[config.mk]
export PLATFORM = sky130hd
export DESIGN_NAME = operation_status_and_ov_flag
export DESIGN_NICKNAME = d
export VERILOG_FILES = /design/src/opstat_pkg.sv /design/src/operation_status_and_ov_flag.sv
export SDC_FILE = /design/constraint.sdc
export NUM_CORES = 1
export LEC_CHECK = 0
export BUFFER_PORTS_ARGS = -buffer_cell sky130_fd_sc_hd__buf_2
export CAP_MARGIN = 20
export CORE_ASPECT_RATIO = 1.25
export CORE_MARGIN = 2
export CORE_UTILIZATION = 30
export DETAILED_ROUTE_END_ITERATION = 8
export GPL_ROUTABILITY_DRIVEN = 0
export GPL_TIMING_DRIVEN = 1
export HOLD_SLACK_MARGIN = 0.12
export PLACE_DENSITY_LB_ADDON = 0.08
export SLEW_MARGIN = 40
export SYNTH_ARGS = -nofsm -noshare
export SYNTH_HDL_FRONTEND = slang
export SYNTH_SLANG_ARGS = --single-unit
[constraint.sdc]
create_clock -name clk_sys -period 2.1 [get_ports clk_sys]
set_input_delay 0.105 -clock clk_sys [delete_from_list [all_inputs] [get_ports clk_sys]]
set_output_delay 0.105 -clock clk_sys [all_outputs]
set_load 0.005 [all_outputs]
[src/opstat_pkg.sv]
// package: constants and types for the operation status bank
package opstat_pkg;

   // ------------------------------------------------------------
   // operation register bit positions
   // ------------------------------------------------------------
   localparam int unsigned CAL_BIT = 0;
   localparam int unsigned TRIG_WAIT_POS = 5;
   localparam int unsigned CVR_POS = 8;
   localparam int unsigned CCR_POS = 10;
   localparam logic [15:0] OP_DEFINED_MASK = 16'h0521;
   localparam logic [15:0] OP_MASK_RESET = 16'h0000;
   localparam logic [15:0] OP_EVENT_RESET = 16'h0000;

   // ------------------------------------------------------------
   // setpoints and error code
   // ------------------------------------------------------------
   localparam int unsigned SET_W = 16;
   localparam logic [SET_W-1:0] VLIM_RESET = 16'hffff;
   localparam logic [SET_W-1:0] VSET_RESET = 16'h0000;
   localparam logic [SET_W-1:0] ISET_RESET = 16'h0000;
   localparam int unsigned ISET_CLEAR_PCT = 1;
   localparam logic signed [15:0] ERR_OUT_OF_RANGE = -16'sd301;
   localparam logic signed [15:0] ERR_CODE_RESET = 16'sh0000;
   localparam logic [15:0] ANSWER_DATA_RESET = 16'h0000;

   // ------------------------------------------------------------
   // query selector and answer tokens
   // ------------------------------------------------------------
   typedef enum logic [6:0] {
      Q_NONE = 7'b0000001,
      Q_COND = 7'b0000010,
      Q_MASK = 7'b0000100,
      Q_EVENT = 7'b0001000,
      Q_TRIP = 7'b0010000,
      Q_MODE = 7'b0100000,
      Q_VLIM = 7'b1000000
   } query_t;

   localparam logic [15:0] MODE_TOKEN_VOLT = 16'h0000;
   localparam logic [15:0] MODE_TOKEN_CURR = 16'h0001;

   typedef struct packed {
      logic cal_busy;
      logic trigger_wait_flag;
      logic voltage_regulation_flag;
      logic current_regulation_flag;
   } op_live_t;

   typedef struct packed {
      logic valid;
      logic [15:0] data;
   } answer_t;

endpackage : opstat_pkg

[src/operation_status_and_ov_flag.sv]
// module: operation status bank, voltage limit and overvoltage flag
`timescale 1ns/1ps

// Behaviour
// - hold upper voltage limit; setpoint writes above it are clamped to it
// - over-limit setpoint write posts error code -301
// - limit query returns the most recently written limit
// - overvoltage clear forces voltage setpoint zero, current limit near one percent
// - overvoltage clear resets the tripped flag so trip query reads zero, except when a trip edge lands in the same cycle
// - trip query returns a single bit value, zero or one
// - trip query reads one while tripped, zero otherwise
// - mode query returns distinct tokens for voltage and current regulation
// - condition register shows live conditions, unlatched
// - bit 10 current regulation, bit 8 voltage regulation, unused bits zero
// - bit 5 waiting for trigger, from trigger subsystem
// - bit 0 calibration constants being computed
// - writable enable mask gates event bits into the summary
// - status byte bit 7 is OR of enabled event bits
// - mask query returns the written mask with bits outside OP_DEFINED_MASK cleared
// - event register is read-only and latches condition changes until read
// - event read returns contents then clears them
// - each event bit records a change since the previous event read
module operation_status_and_ov_flag
   import opstat_pkg::*;
#(
   parameter int unsigned FULL_SCALE_I = 16'd1000
)
(
   input wire logic clk_sys,
   input wire logic rst,
   input wire logic cal_busy,
   input wire logic trigger_wait,
   input wire logic in_current_mode,
   input wire logic ov_trip_event,
   input wire logic vlim_write,
   input wire logic [SET_W-1:0] vlim_value,
   input wire logic vset_write,
   input wire logic [SET_W-1:0] vset_value,
   input wire logic iset_write,
   input wire logic [SET_W-1:0] iset_value,
   input wire logic ov_clear,
   input wire logic mask_write,
   input wire logic [15:0] mask_value,
   input wire logic query_strobe,
   input wire query_t query_sel,
   output logic answer_valid,
   output logic [15:0] answer_data,
   output logic [SET_W-1:0] vset_q,
   output logic [SET_W-1:0] iset_q,
   output logic err_post,
   output logic signed [15:0] err_code,
   output logic op_summary_q
);

   // ------------------------------------------------------------
   // live inputs synchronised
   // ------------------------------------------------------------
   logic [3:0] pin_raw;
   logic [3:0] pin_sync_q;
   op_live_t live;
   logic ov_sync;
   logic ov_prev_q;
   logic ov_rise;
   logic ov_tripped_q;
   logic [SET_W-1:0] vlim_q;
   logic [15:0] cond;
   logic [15:0] cond_prev_q;
   logic [15:0] op_mask_q;
   logic [15:0] op_event_q;
   logic [15:0] op_event_d;
   logic [15:0] change;
   logic event_read;
   answer_t ans_q;
   answer_t ans_d;
   logic [SET_W-1:0] iset_clear;
   logic vset_over;

   // four level pins share one two-stage synchroniser
   assign pin_raw = {cal_busy, trigger_wait, in_current_mode, ov_trip_event};

   pin_sync #(
      .W(4)
   ) u_pin_sync (
      .clk_sys(clk_sys),
      .rst(rst),
      .pin_async(pin_raw),
      .pin_sync_q(pin_sync_q)
   );

   // mode decoded only after the second stage
   always_comb
   begin
      live.cal_busy = pin_sync_q[3];
      live.trigger_wait_flag = pin_sync_q[2];
      live.voltage_regulation_flag = ~pin_sync_q[1];
      live.current_regulation_flag = pin_sync_q[1];
   end

   assign ov_sync = pin_sync_q[0];
   assign ov_rise = ov_sync && !ov_prev_q;

   always_ff @(posedge clk_sys)
   begin
      if (rst)
         ov_prev_q <= 1'b0;
      else
         ov_prev_q <= ov_sync;
   end

   // ------------------------------------------------------------
   // condition register
   // ------------------------------------------------------------
   always_comb
   begin
      cond = 16'h0000;
      cond[CAL_BIT] = live.cal_busy;
      cond[TRIG_WAIT_POS] = live.trigger_wait_flag;
      cond[CVR_POS] = live.voltage_regulation_flag;
      cond[CCR_POS] = live.current_regulation_flag;
   end

   assign change = cond ^ cond_prev_q;
   assign event_read = query_strobe && (query_sel == Q_EVENT);

   // ------------------------------------------------------------
   // event latch, mask and summary
   // ------------------------------------------------------------
   // history tracks through reset, so release raises no false change
   always_ff @(posedge clk_sys)
   begin
      cond_prev_q <= cond;
   end

   // a change landing on the clearing read is kept for the next read
   always_comb
   begin
      if (event_read)
         op_event_d = change;
      else
         op_event_d = op_event_q | change;
   end

   always_ff @(posedge clk_sys)
   begin
      if (rst)
         op_event_q <= OP_EVENT_RESET;
      else
         op_event_q <= op_event_d;
   end

   always_ff @(posedge clk_sys)
   begin
      if (rst)
         op_mask_q <= OP_MASK_RESET;
      else if (mask_write)
         op_mask_q <= mask_value & OP_DEFINED_MASK;
   end

   always_ff @(posedge clk_sys)
   begin
      if (rst)
         op_summary_q <= 1'b0;
      else
         op_summary_q <= |(op_event_q & op_mask_q);
   end

   // ------------------------------------------------------------
   // voltage limit, setpoints and error posting
   // ------------------------------------------------------------
   assign iset_clear = SET_W'((FULL_SCALE_I * ISET_CLEAR_PCT + 99) / 100);
   assign vset_over = (vset_value > vlim_q);

   always_ff @(posedge clk_sys)
   begin
      if (rst)
         vlim_q <= VLIM_RESET;
      else if (vlim_write)
         vlim_q <= vlim_value;
   end

   always_ff @(posedge clk_sys)
   begin
      if (rst)
      begin
         vset_q <= VSET_RESET;
         iset_q <= ISET_RESET;
         err_post <= 1'b0;
         err_code <= ERR_CODE_RESET;
      end
      else
      begin
         err_post <= 1'b0;
         // clear wins over a setpoint or current write in the same cycle
         if (ov_clear)
         begin
            vset_q <= VSET_RESET;
            iset_q <= iset_clear;
         end
         else
         begin
            if (vset_write)
            begin
               if (vset_over)
               begin
                  vset_q <= vlim_q;
                  err_post <= 1'b1;
                  err_code <= ERR_OUT_OF_RANGE;
               end
               else
                  vset_q <= vset_value;
            end
            if (iset_write)
               iset_q <= iset_value;
         end
      end
   end

   // ------------------------------------------------------------
   // overvoltage tripped flag
   // ------------------------------------------------------------
   always_ff @(posedge clk_sys)
   begin
      if (rst)
         ov_tripped_q <= 1'b0;
      // a trip edge wins over a clear in the same cycle
      else if (ov_rise)
         ov_tripped_q <= 1'b1;
      else if (ov_clear)
         ov_tripped_q <= 1'b0;
   end

   // ------------------------------------------------------------
   // query answers, one cycle after the strobe
   // ------------------------------------------------------------
   always_comb
   begin
      ans_d = ans_q;
      ans_d.valid = query_strobe && (query_sel != Q_NONE);
      if (query_strobe)
      begin
         unique case (query_sel)
            Q_COND: ans_d.data = cond;
            Q_MASK: ans_d.data = op_mask_q;
            Q_EVENT: ans_d.data = op_event_q;
            Q_TRIP: ans_d.data = {15'h0, ov_tripped_q};
            Q_MODE: ans_d.data = live.current_regulation_flag ?
                                 MODE_TOKEN_CURR : MODE_TOKEN_VOLT;
            Q_VLIM: ans_d.data = vlim_q;
            default: ans_d.data = ANSWER_DATA_RESET;
         endcase
      end
   end

   // answer data holds until the next query
   always_ff @(posedge clk_sys)
   begin
      if (rst)
      begin
         ans_q.valid <= 1'b0;
         ans_q.data <= ANSWER_DATA_RESET;
      end
      else
         ans_q <= ans_d;
   end

   assign answer_valid = ans_q.valid;
   assign answer_data = ans_q.data;

endmodule : operation_status_and_ov_flag

// ------------------------------------------------------------
// two-stage synchroniser for level pins
// ------------------------------------------------------------
module pin_sync
   import opstat_pkg::*;
#(
   parameter int unsigned W = 1
)
(
   input wire logic clk_sys,
   input wire logic rst,
   input wire logic [W-1:0] pin_async,
   output logic [W-1:0] pin_sync_q
);

   // only the second stage is read by any logic
   logic [W-1:0] pin_meta_q;

   always_ff @(posedge clk_sys)
   begin
      if (rst)
      begin
         pin_meta_q <= '0;
         pin_sync_q <= '0;
      end
      else
      begin
         pin_meta_q <= pin_async;
         pin_sync_q <= pin_meta_q;
      end
   end

endmodule : pin_sync

Yosys cells after proc, flatten, opt, wreduce, memory -nomap -nowiden
Index checks and enable logic that the tools add are counted.
Widths: inputs -> output; s select.
{ "op_classes": {"n_lt_le_gt_ge": 1, "eq_ne": 7, "mux": 9, "n_bitwise": 6, "reduce_logical": 10} }
{ "op_table": {"columns": ["op", "n"], "rows": [
  ["$pmux 16 s6", 1],
  ["$mux 16", 2],
  ["$and 16x11->16", 1],
  ["$gt 16x16->1", 1],
  ["$or 16x11->16", 1],
  ["$reduce_or 16->1", 1],
  ["$xor 11x11->11", 1],
  ["$mux 4", 2],
  ["$eq 7x2->1 const B", 1],
  ["$eq 7x3->1 const B", 1],
  ["$eq 7x4->1 const B", 1],
  ["$eq 7x5->1 const B", 1],
  ["$eq 7x6->1 const B", 1],
  ["$eq 7x7->1 const B", 1],
  ["$ne 7x1->1 const B", 1],
  ["$mux 1", 4],
  ["$reduce_bool 2->1", 2],
  ["$logic_and 1x1->1", 3],
  ["$not 1->1", 3],
  ["$reduce_and 3->1", 1],
  ["$reduce_or 3->1", 1],
  ["$reduce_or 2->1", 1],
  ["$logic_not 1->1", 1]
]} }
{ "totals": {"reg_bits": 102, "inputBits": 83, "output_inout_bits": 67, "word_cells": 49} }

Logic depth before layout (Yosys ltp)
Gate-level depths: netlist (run 1).
{ "logic_depth": {"ltp_word": 4, "ltp_mapped": 10, "depth_no_buf": 8} }

Modules after synthesis
A second synthesis (run 1) with hierarchy kept.
{ "unflattened": {"cells_unflattened": 414, "area_unflattened_um2": 3921.3} }
{ "by_module_without_submodules": {"columns": ["module", "instances", "cells_per_inst", "area_each_um2", "seq_area_each_um2"], "rows": [
  ["operation_status_and_ov_flag", 1, 398, 3711.1, 1641.6],
  ["pin_sync", 1, 16, 210.2, 160.2]
]} }

Least setup slack after synthesis (run 1)
Ideal clock, no wire load.
{ "synth_timing": {"path_kind": "register to register", "startpoint": "reg vlim_q[5]", "endpoint": "reg vset_q[10]", "setup_ns": 0.132, "arrival_time_ns": 1.929, "required_time_ns": 1.968, "slack_ns": 0.039, "stages_incl_launch_ff": 11, "n_path_buf": 2, "synth_period_minus_slack_ns": 2.061, "path_cell_list": "dfxtp_1 > inv_1 > ha_1 > a21oi_2 > o21ai_1 > a221o_1 > o31ai_2 > buf_6 > buf_12 > mux2i_1 > a21oi_1"} }
{ "synth_via": {"elab_chain_cells": 2} }
{ "synth_lines": {"columns": ["element", "line_no", "rtl"], "rows": [
  ["start: declaration", "operation_status_and_ov_flag.sv:65", "logic [SET_W-1:0] vlim_q;"],
  ["start signal: assignment", "operation_status_and_ov_flag.sv:178", "vlim_q <= vlim_value;"],
  ["$gt 16x16->1", "operation_status_and_ov_flag.sv:171", "assign vset_over = (vset_value > vlim_q);"],
  ["$mux 16", "operation_status_and_ov_flag.sv:203", "if (vset_over)"],
  ["end signal: assignment", "operation_status_and_ov_flag.sv:205", "vset_q <= vlim_q;"],
  ["end signal: assignment", "operation_status_and_ov_flag.sv:210", "vset_q <= vset_value;"],
  ["end: declaration", "operation_status_and_ov_flag.sv:48", "output logic [SET_W-1:0] vset_q,"]
]} }
Every way passes these cells.
A chain may end at the register's enable or synchronous reset.

Final worst setup path (run 1)
{ "layout_timing": {"startpoint": "reg vlim_q[14]", "endpoint": "reg vset_q[5]"} }
Same word-level chain as after synthesis.

==> results.cfg, run 1 <==
[yosys]
ys_warn_count = 0
yosysSeqAreaShare = 0.456
syn-instance-count = 422
synthArstFlopShare = 0
syn_area_per_cell_sq_um = 9.36
synth_enable_flop_cells = 0
synthFlopType = dfxtp_1
ys_types = 48
synth_area_sq_mm = 0.00395
synth_seq_cells = 90

[clock_tree]
cts_tree = built
htreeDepth = 3
numCtsBuffers = 9
cts_num_sinks = 90
path_clk_slew_ns = 0.07
clock_latency_ns = 0.34
cts_buffer_depth = 2
cts-root-buf = clkbuf_16

[sta]
max_slew_margin = 0.568
period_share = 1.04
setup_ws_ns = -0.0864
whs_ns = 0.118
tns_ns = -0.739
tightestPinTransition_ns = 0.644
drv_slew = 0
fin_skew_ns = 0.00567
finalSetupViolations = 12
fmax_ghz = 0.457
hold_violations = 0
grt_setup_unrepaired = true
fin_crit_ns = 2.19

[die]
core_area_sq_mm = 0.0128
ios = 150
die_y_microns = 132
die_w_microns = 107
row_count = 46
initial_core_util = 0.309
die_area_sq_mm = 0.0141

[worst_setup_path]
critical-path-top-delay-family = buffers and inverters
cp_common_cell = buf_6
cp_slowest_cell = dfxtp_2
cp_max_fo = 5
required_ns = 2.31
cp.arrival_ns = 2.39
path_class = flip-flop to flip-flop
crit_chain = inv_2, ha_4, nand4_4, buf_6, nor4_4, a21boi_4, o31ai_4, buf_6, buf_16, mux2i_1, a21oi_1
slowest_delay_ns = 0.34
cp-end-kind = flip-flop
worstSetupStartpointType = flip-flop
critPathBufInv = 4

[final_layout]
drive_gt1_frac = 0.368
instances_no_fill = 787
antenna_cells = 0
fin_nets = 713
final_cell_mix = buf_2, dfxtp_1, dlygate4sd3_1
synthToLayoutAreaGrowth_pct = 52.2
fin_util = 0.471
final_common_cell = buf_2

[routing]
drtAntennaViolNets = 0
drtPass1Iterations = 4
finalWirelength_microns = 11300
routedWlPerCell_microns = 14.4
drt_iter0_drc = 108
vias = 3621
drc = 0
via_per_inst = 4.60

[power]
p_total_mw = 4.33
p_leak_nw = 2.77
p_per_area_mw_per_mm2 = 721
irDropWorstVdd_mv = 0.453

[run]
drv_cap = 0

[grt]
met1_usage = 0.217
antenna_found_initial = 0
grt_max_degree = 34
grt-ovfl-total = 0
globalRoute.busiestLayer = met2
grt_first_pass_wirelength_microns = 18400
grt_use_total = 0.166
use_met2 = 0.260
grt_pass1_vias = 3629
met3_usage = 0.0386

[placement]
dp_hpwl_microns = 7950
portBuffers = 133
dp_cells = 708

[worst_hold_path]
holdCritPathClass = input pin to flip-flop

[run_status]
outcome = finished, violations left
violations = negative setup slack
-- repair_timing --
item / CTS / global route
setup endpoints to repair: 18 / 18
cloned: 3 / 0
endpoints found under the hold margin: 48 / 0
pin swaps: 14 / 14
gates resized for setup: 39 / 13
hold buffers: 56 / 0
buffers inserted: 7 / 0
-- cells by family (layout without fill, tap and decap cells) --
kind of cell,count (synthesis),count (layout),synth area share
AND/OR/NAND/NOR,116,116,0.155
AO/OA/AOI/OAI,100,100,0.158
flip-flops,90,90,0.456
XOR/XNOR,6,6,0.0133
buffers and inverters,58,252,0.0766
other,1,4,0.000949
multiplexers,35,35,0.0887
adder cells (fa/ha/maj),16,16,0.0507
-- per-layer routing --
metal	vias to the layer above	routed length, microns
li1	1833	-
met1	1657	5140
met2	110	5160
met3	21	699
met4	0	306
met5	-	0
-- synthesized netlist by cell type (all sizes together), types with 3 or more instances --
master	count	area share
a21boi	3	0.0067
a21oi	43	0.055
a221o	5	0.013
a22oi	6	0.011
buf	22	0.042
clkbuf	16	0.015
dfxtp	90	0.46
ha	16	0.051
inv	19	0.018
mux2i	35	0.089
nand2	20	0.019
nand2b	14	0.022
nand3	14	0.018
nand3b	3	0.0057
nor2	33	0.031
nor2b	16	0.025
nor3	4	0.0063
nor4	3	0.0085
o211ai	17	0.032
o21ai	19	0.024
xor2	5	0.011
-- worst register-to-register path: cells and delay by family (launching register included) --
family,cells,cell delay [ns]
flip-flops,1,0.34
adder cells (fa/ha/maj),1,0.28
AO/OA/AOI/OAI,3,0.43
multiplexers,1,0.15
buffers and inverters,4,0.48
AND/OR/NAND/NOR,2,0.39
-- registers in the layout (all words and copies together) (netlist names) --
register / count
answer_data: 16
iset_q: 16
vlim_q: 16
vset_q: 16
cond_prev_q: 4
op_event_q: 4
op_mask_q: 4
u_pin_sync.pin_meta_q: 4
u_pin_sync.pin_sync_q: 4
answer_valid: 1
err_code: 1
err_post: 1
op_summary_q: 1
ov_prev_q: 1
ov_tripped_q: 1
-- worst paths after layout --
kind	startpoint	cells past startpoint	slack, ns	to
setup / recovery	vlim_q[14]	11	-0.09	vset_q[5]
hold / removal	vset_value[15]	3	0.12	vset_q[15]
setup reg to reg	vlim_q[14]	11	-0.09	vset_q[5]
hold reg to reg	u_pin_sync.pin_sync_q[3]	0	0.40	cond_prev_q[0]
-- area by class of cell --
| class | instances | area [sq um] |
|---|---|---|
| repair buffers | 216 | 1480 |
| well taps | 168 | 210 |
| multi-input cells | 277 | 2090 |
| clock inverters | 6 | 97.6 |
| clock buffers | 10 | 239 |
| flip-flops and latches | 90 | 1820 |
| fillers | 1268 | 6770 |
| inverters | 20 | 75.1 |
-- through the flow --
stage          instance area, sq um  setup WS [ns]
2_1_floorplan                  3960         0.0390
3_3_place_gp                   4780        -0.0835
3_5_place_dp                   4780         -0.142
4_1_cts                        6000        -0.0900
5_1_grt                        6010         -0.227
6_report                       6010        -0.0864
-- where the power goes --
group,switching (mW),internal (mW),total [mW]
Sequential,0.0440,1.78,1.83
Clock,0.710,1.09,1.80
Combinational,0.323,0.379,0.702
(Power assumes the default switching activity.)
==> inputs of run 2 (changes only) <==
==> constraint.sdc (replaced) <==
create_clock -name clk_sys -period 2.1 [get_ports clk_sys]
set_input_delay 0.21 -clock clk_sys [delete_from_list [all_inputs] [get_ports clk_sys]]
set_output_delay 0.21 -clock clk_sys [all_outputs]
set_load 0.005 [all_outputs]
==> run 2 against run 1 <==
  * The run still ends with negative setup slack left
  * Critical path type unchanged
  * Wire length shrank 3.1%
  * Highest routed layer unchanged
  * Critical endpoint is now vset_q[12]
  * Largest power group unchanged
  * Clock power shrank 14%
  * Critical path depth is the same
  * Core utilization shrank 1.4 points
==> results.cfg, run 2 (synthesized netlist as in run 1, its figures left out) <==
[run_status]
outcome = finished, violations left
violations = negative setup slack

[grt]
grt_pass1_vias = 3505
antenna_found_initial = 0
grt_use_total = 0.160
grt_max_degree = 34
grt-ovfl-total = 0
grt_first_pass_wirelength_microns = 17800

[clock_tree]
cts_tree = built
clock_latency_ns = 0.34
cts-root-buf = clkbuf_16
cts_buffer_depth = 2
path_clk_slew_ns = 0.07
numCtsBuffers = 9
cts_num_sinks = 90
htreeDepth = 3

[worst_setup_path]
r2r_start = vlim_q[10]
worstSetupStartpointType = flip-flop
required_ns = 2.30
cp.arrival_ns = 2.38
reg2reg_slack_ns = -0.09
reg2reg_to = vset_q[12]
path_class = flip-flop to flip-flop
crit_start = vlim_q[10]
reg2regPathDepth = 11
cp_max_fo = 4
cp-end-kind = flip-flop

[sta]
finalSetupViolations = 17
grt_setup_unrepaired = true
tns_ns = -1.10
tightestPinTransition_ns = 0.576
fmax_ghz = 0.457
period_share = 1.04
max_slew_margin = 0.613
setup_ws_ns = -0.0862
drv_slew = 0
fin_crit_ns = 2.19
hold_violations = 0
whs_ns = 0.125
fin_skew_ns = 0.00638

[placement]
dp_hpwl_microns = 7930
pre_cts_slack_ns = -0.141
portBuffers = 133
dpl_cell_area_sq_mm = 0.00484

[final_layout]
fin_util = 0.457
fin_nets = 702
drive_gt1_frac = 0.395
ff_latch_area_sq_mm = 0.00182
antenna_cells = 0
final_area_sq_mm = 0.00583
final_cell_mix = buf_2, dfxtp_1, a21oi_1
multi_input_area_sq_mm = 0.00210
fill_cells = 1276
final_common_cell = buf_2
synthToLayoutAreaGrowth_pct = 47.6

[routing]
drc = 0
via_per_inst = 4.56
finalWirelength_microns = 11000
drtPass1Iterations = 4
drtAntennaViolNets = 0
drt_iter0_drc = 108
routedWlPerCell_microns = 14.1
vias = 3537

[die]
initial_core_util = 0.309
die_y_microns = 132
die_area_sq_mm = 0.0141
die_w_microns = 107
ios = 150
row_count = 46
core_area_sq_mm = 0.0128

[power]
p_leak_nw = 2.69
p_per_area_mw_per_mm2 = 697
irDropWorstVdd_mv = 0.332

[worst_hold_path]
holdCritPathClass = input pin to flip-flop
worstHoldEndpoint = iset_q[12]
whs_path_depth = 3
min_from = iset_value[12]

[run]
drv_cap = 0
==> run 2: worst max-delay path by stage <==
stage	endpoint	slack [ns]	cells past startpoint
after floorplan	vset_q[10]	0.04	10
after global placement	vset_q[10]	-0.11	9
after detailed placement	vset_q[10]	-0.14	9
after CTS	vset_q[10]	-0.07	10
after global routing	vset_q[7]	-0.20	11
final	vset_q[12]	-0.09	11
==> run 2: where the power goes <==
| part | switching (mW) | leakage [nW] | total (mW) | internal (mW) |
|---|---|---|---|---|
| registers | 0.0444 | 0.735 | 1.83 | 1.79 |
| clock network | 0.706 | 0.137 | 1.55 | 0.847 |
| logic | 0.316 | 1.81 | 0.685 | 0.369 |
| total | 1.07 | 2.69 | 4.07 | 3.00 |
==> run 2: final cells by class <==
class,instances,area share
flip-flops and latches,90,0.311
inverters,20,0.0129
well taps,168,0.0360
repair buffers,205,0.231
multi-input cells,277,0.359
clock inverters,6,0.00837
clock buffers,10,0.0410
==> run 2: repair_timing <==
action / 4_1_cts / 5_1_grt
hold buffers: 37 / 0
gates cloned: 1 / 0
endpoints found under the hold margin: 36 / 0
setup buffers: 6 / 0
setup endpoints to repair: 17 / 18
resized for setup: 49 / 6
pin swaps: 13 / 5
==> run 2: stage by stage <==
step                      std cells  total power [mW]
after floorplan                 425              2.16
after global placement          716              2.38
after detailed placement        716              2.38
after CTS                       776              4.10
after global routing            776              4.25
final                           776              4.07
==> run 2: critical path, cell delays in order, from the launching register on <==
cell	delay, ns
dfxtp_2	0.34
inv_2	0.05
ha_4	0.26
nand4_1	0.13
buf_4	0.17
nor4_4	0.22
a21boi_2	0.24
o31ai_4	0.10
buf_4	0.16
buf_16	0.13
mux2i_1	0.16
a21oi_1	0.09
==> run 2: routing by layer <==
layer / track usage / part of all wire / vias up
met5: 0 / 0 / -
met3: 0.0257 / 0.044 / 11
met2: 0.268 / 0.48 / 91
li1: - / - / 1812
met1: 0.207 / 0.46 / 1623
met4: 0.0592 / 0.013 / 0
==> inputs of run 3 (changes only) <==
--- a/config.mk
+++ b/config.mk
@@ -8,7 +8,6 @@
 export BUFFER_PORTS_ARGS = -buffer_cell sky130_fd_sc_hd__buf_2
 export CAP_MARGIN = 20
 export CORE_ASPECT_RATIO = 1.25
-export CORE_MARGIN = 2
 export CORE_UTILIZATION = 30
 export DETAILED_ROUTE_END_ITERATION = 8
 export GPL_ROUTABILITY_DRIVEN = 0
==> run 3 against run 2 <==
  * Sequential power barely moved
  * Wire length grew 0.62%
  * Core utilization rose by 0.14 points
  * First-iteration DRC count shrank 31%
  * Critical path type unchanged
  * Register-to-register slack about the same
  * Worst setup slack got worse by 0.0096 ns
  * Clock power increased by 14%
  * Non-clock buffer count increased by 2
  * The flow still finishes with violations (negative setup slack)
  * Global-route usage is 0.40 points higher
  * Combinational power is 2% lower
  * Clock skew rose by 0.00066 ns
  * Largest power group unchanged
==> results.cfg, run 3 (synthesized netlist as in run 1, its figures left out) <==
[grt]
grt_pass1_vias = 3502
grt_max_degree = 34
antenna_found_initial = 0
grt-ovfl-total = 0
grt_first_pass_wirelength_microns = 17300
grt_use_total = 0.164

[clock_tree]
htreeDepth = 3
cts_buffer_depth = 2
numCtsBuffers = 9
cts_num_sinks = 90
clock_latency_ns = 0.34
path_clk_slew_ns = 0.07
cts_tree = built
cts-root-buf = clkbuf_16

[final_layout]
final_common_cell = buf_2
fin_nets = 704
drive_gt1_frac = 0.374
final_cell_mix = buf_2, dfxtp_1, a21oi_1, dlygate4sd3_1
synthToLayoutAreaGrowth_pct = 48.1

[die]
ios = 150
core_area_sq_mm = 0.0128
die_w_microns = 105
initial_core_util = 0.309
row_count = 46
die_y_microns = 130
die_area_sq_mm = 0.0136

[worst_setup_path]
cp_max_fo = 5
slowest_delay_ns = 0.39
cp.arrival_ns = 2.40
cp-end-kind = flip-flop
crit_chain = inv_2, ha_4, nand4_1, nor2_1, a221o_1, o31ai_4, buf_6, buf_12, mux2i_2, a21oi_1
worstSetupStartpointType = flip-flop
reg2reg_slack_ns = -0.1
path_class = flip-flop to flip-flop
required_ns = 2.31
reg2reg_to = vset_q[13]
reg2regPathDepth = 10
r2r_start = vlim_q[8]
critical-path-top-delay-family = compound AO/OA/AOI/OAI gates
cp_slowest_cell = a221o_1
critPathBufInv = 3

[sta]
fmax_ghz = 0.455
finalSetupViolations = 18
tns_ns = -0.769
tightestPinTransition_ns = 0.550
max_slew_margin = 0.630
fin_crit_ns = 2.20
drv_slew = 0
setup_ws_ns = -0.0957
hold_violations = 0
period_share = 1.05
grt_setup_unrepaired = true
fin_skew_ns = 0.00704

[routing]
via_per_inst = 4.49
drtAntennaViolNets = 0
drt_iter0_drc = 75
routedWlPerCell_microns = 14.2
drc = 0
finalWirelength_microns = 11000
drtPass1Iterations = 4
vias = 3496

[worst_hold_path]
worstHoldEndpoint = vlim_q[10]
holdCritPathClass = input pin to flip-flop
min_from = vlim_value[10]
whs_path_depth = 3

[run]
drv_cap = 0

[power]
p_total_mw = 4.25
irDropWorstVdd_mv = 0.463
p_per_area_mw_per_mm2 = 727
p_leak_nw = 2.73

[placement]
pre_cts_slack_ns = -0.130
portBuffers = 133
dp_hpwl_microns = 7880

[run_status]
outcome = finished, violations left
violations = negative setup slack
## run 3: power breakdown
part	leakage [nW]	internal, mW	switching, mW	total (mW)
Sequential	0.736	1.78	0.0437	1.83
Clock	0.154	1.06	0.699	1.76
Combinational	1.84	0.362	0.309	0.671
## run 3: stage by stage
| step | utilization | hold WS (ns) | instance area [sq um] | cells |
|---|---|---|---|---|
| after floorplan | - | 0.331 | 3960 | 425 |
| after global placement | 0.377 | 0.385 | 4820 | 713 |
| after detailed placement | 0.377 | 0.385 | 4820 | 713 |
| after CTS | 0.454 | 0.123 | 5810 | 778 |
| after global routing | 0.458 | 0.130 | 5850 | 778 |
| final | 0.458 | 0.129 | 5850 | 779 |
## run 3: timing repair
action / 4_1_cts / 5_1_grt
hold buffers: 41 / 0
buffers inserted: 6 / 0
pin swaps: 18 / 3
resized for setup: 35 / 7
cloned: 2 / 0
endpoints found under the setup margin: 18 / 18
hold endpoints to repair: 39 / 0
## run 3: worst max path at each step
stage / slack (ns) / cells after the start / startpoint / endpoint
after CTS: -0.06 / 10 / vlim_q[5] / vset_q[11]
after floorplan: 0.04 / 10 / vlim_q[5] / vset_q[10]
after detailed placement: -0.13 / 9 / vlim_q[14] / vset_q[13]
after global placement: -0.1 / 9 / vlim_q[14] / vset_q[6]
after global routing: -0.20 / 11 / vlim_q[13] / err_code[0]
final: -0.1 / 10 / vlim_q[8] / vset_q[13]
## run 3: metal layers
metal  wire length [microns]  vias to the layer above  global-route usage
li1                        -                     1822                   -
met1                    5080                     1587               0.201
met2                    5290                       78               0.279
met3                     503                        9              0.0380
met4                     153                        0              0.0679
met5                       0                        -                   0
## run 3: area by class of cell
class,instances,area [sq um]
Antenna cell,1,2.50
Inverter,20,75.1
Sequential cell,90,1810
Multi-Input combinational cell,277,2040
Fill cell,1303,6930
Clock inverter,6,93.8
Timing Repair Buffer,207,1380
Tap cell,168,210
Clock buffer,10,229
## run 3: worst min-delay path, delay by kind of cell
kind | cells | cell delay [ns]
buffers and inverters | 1 | 0.10
AO/OA/AOI/OAI | 1 | 0.07
AND/OR/NAND/NOR | 1 | 0.06
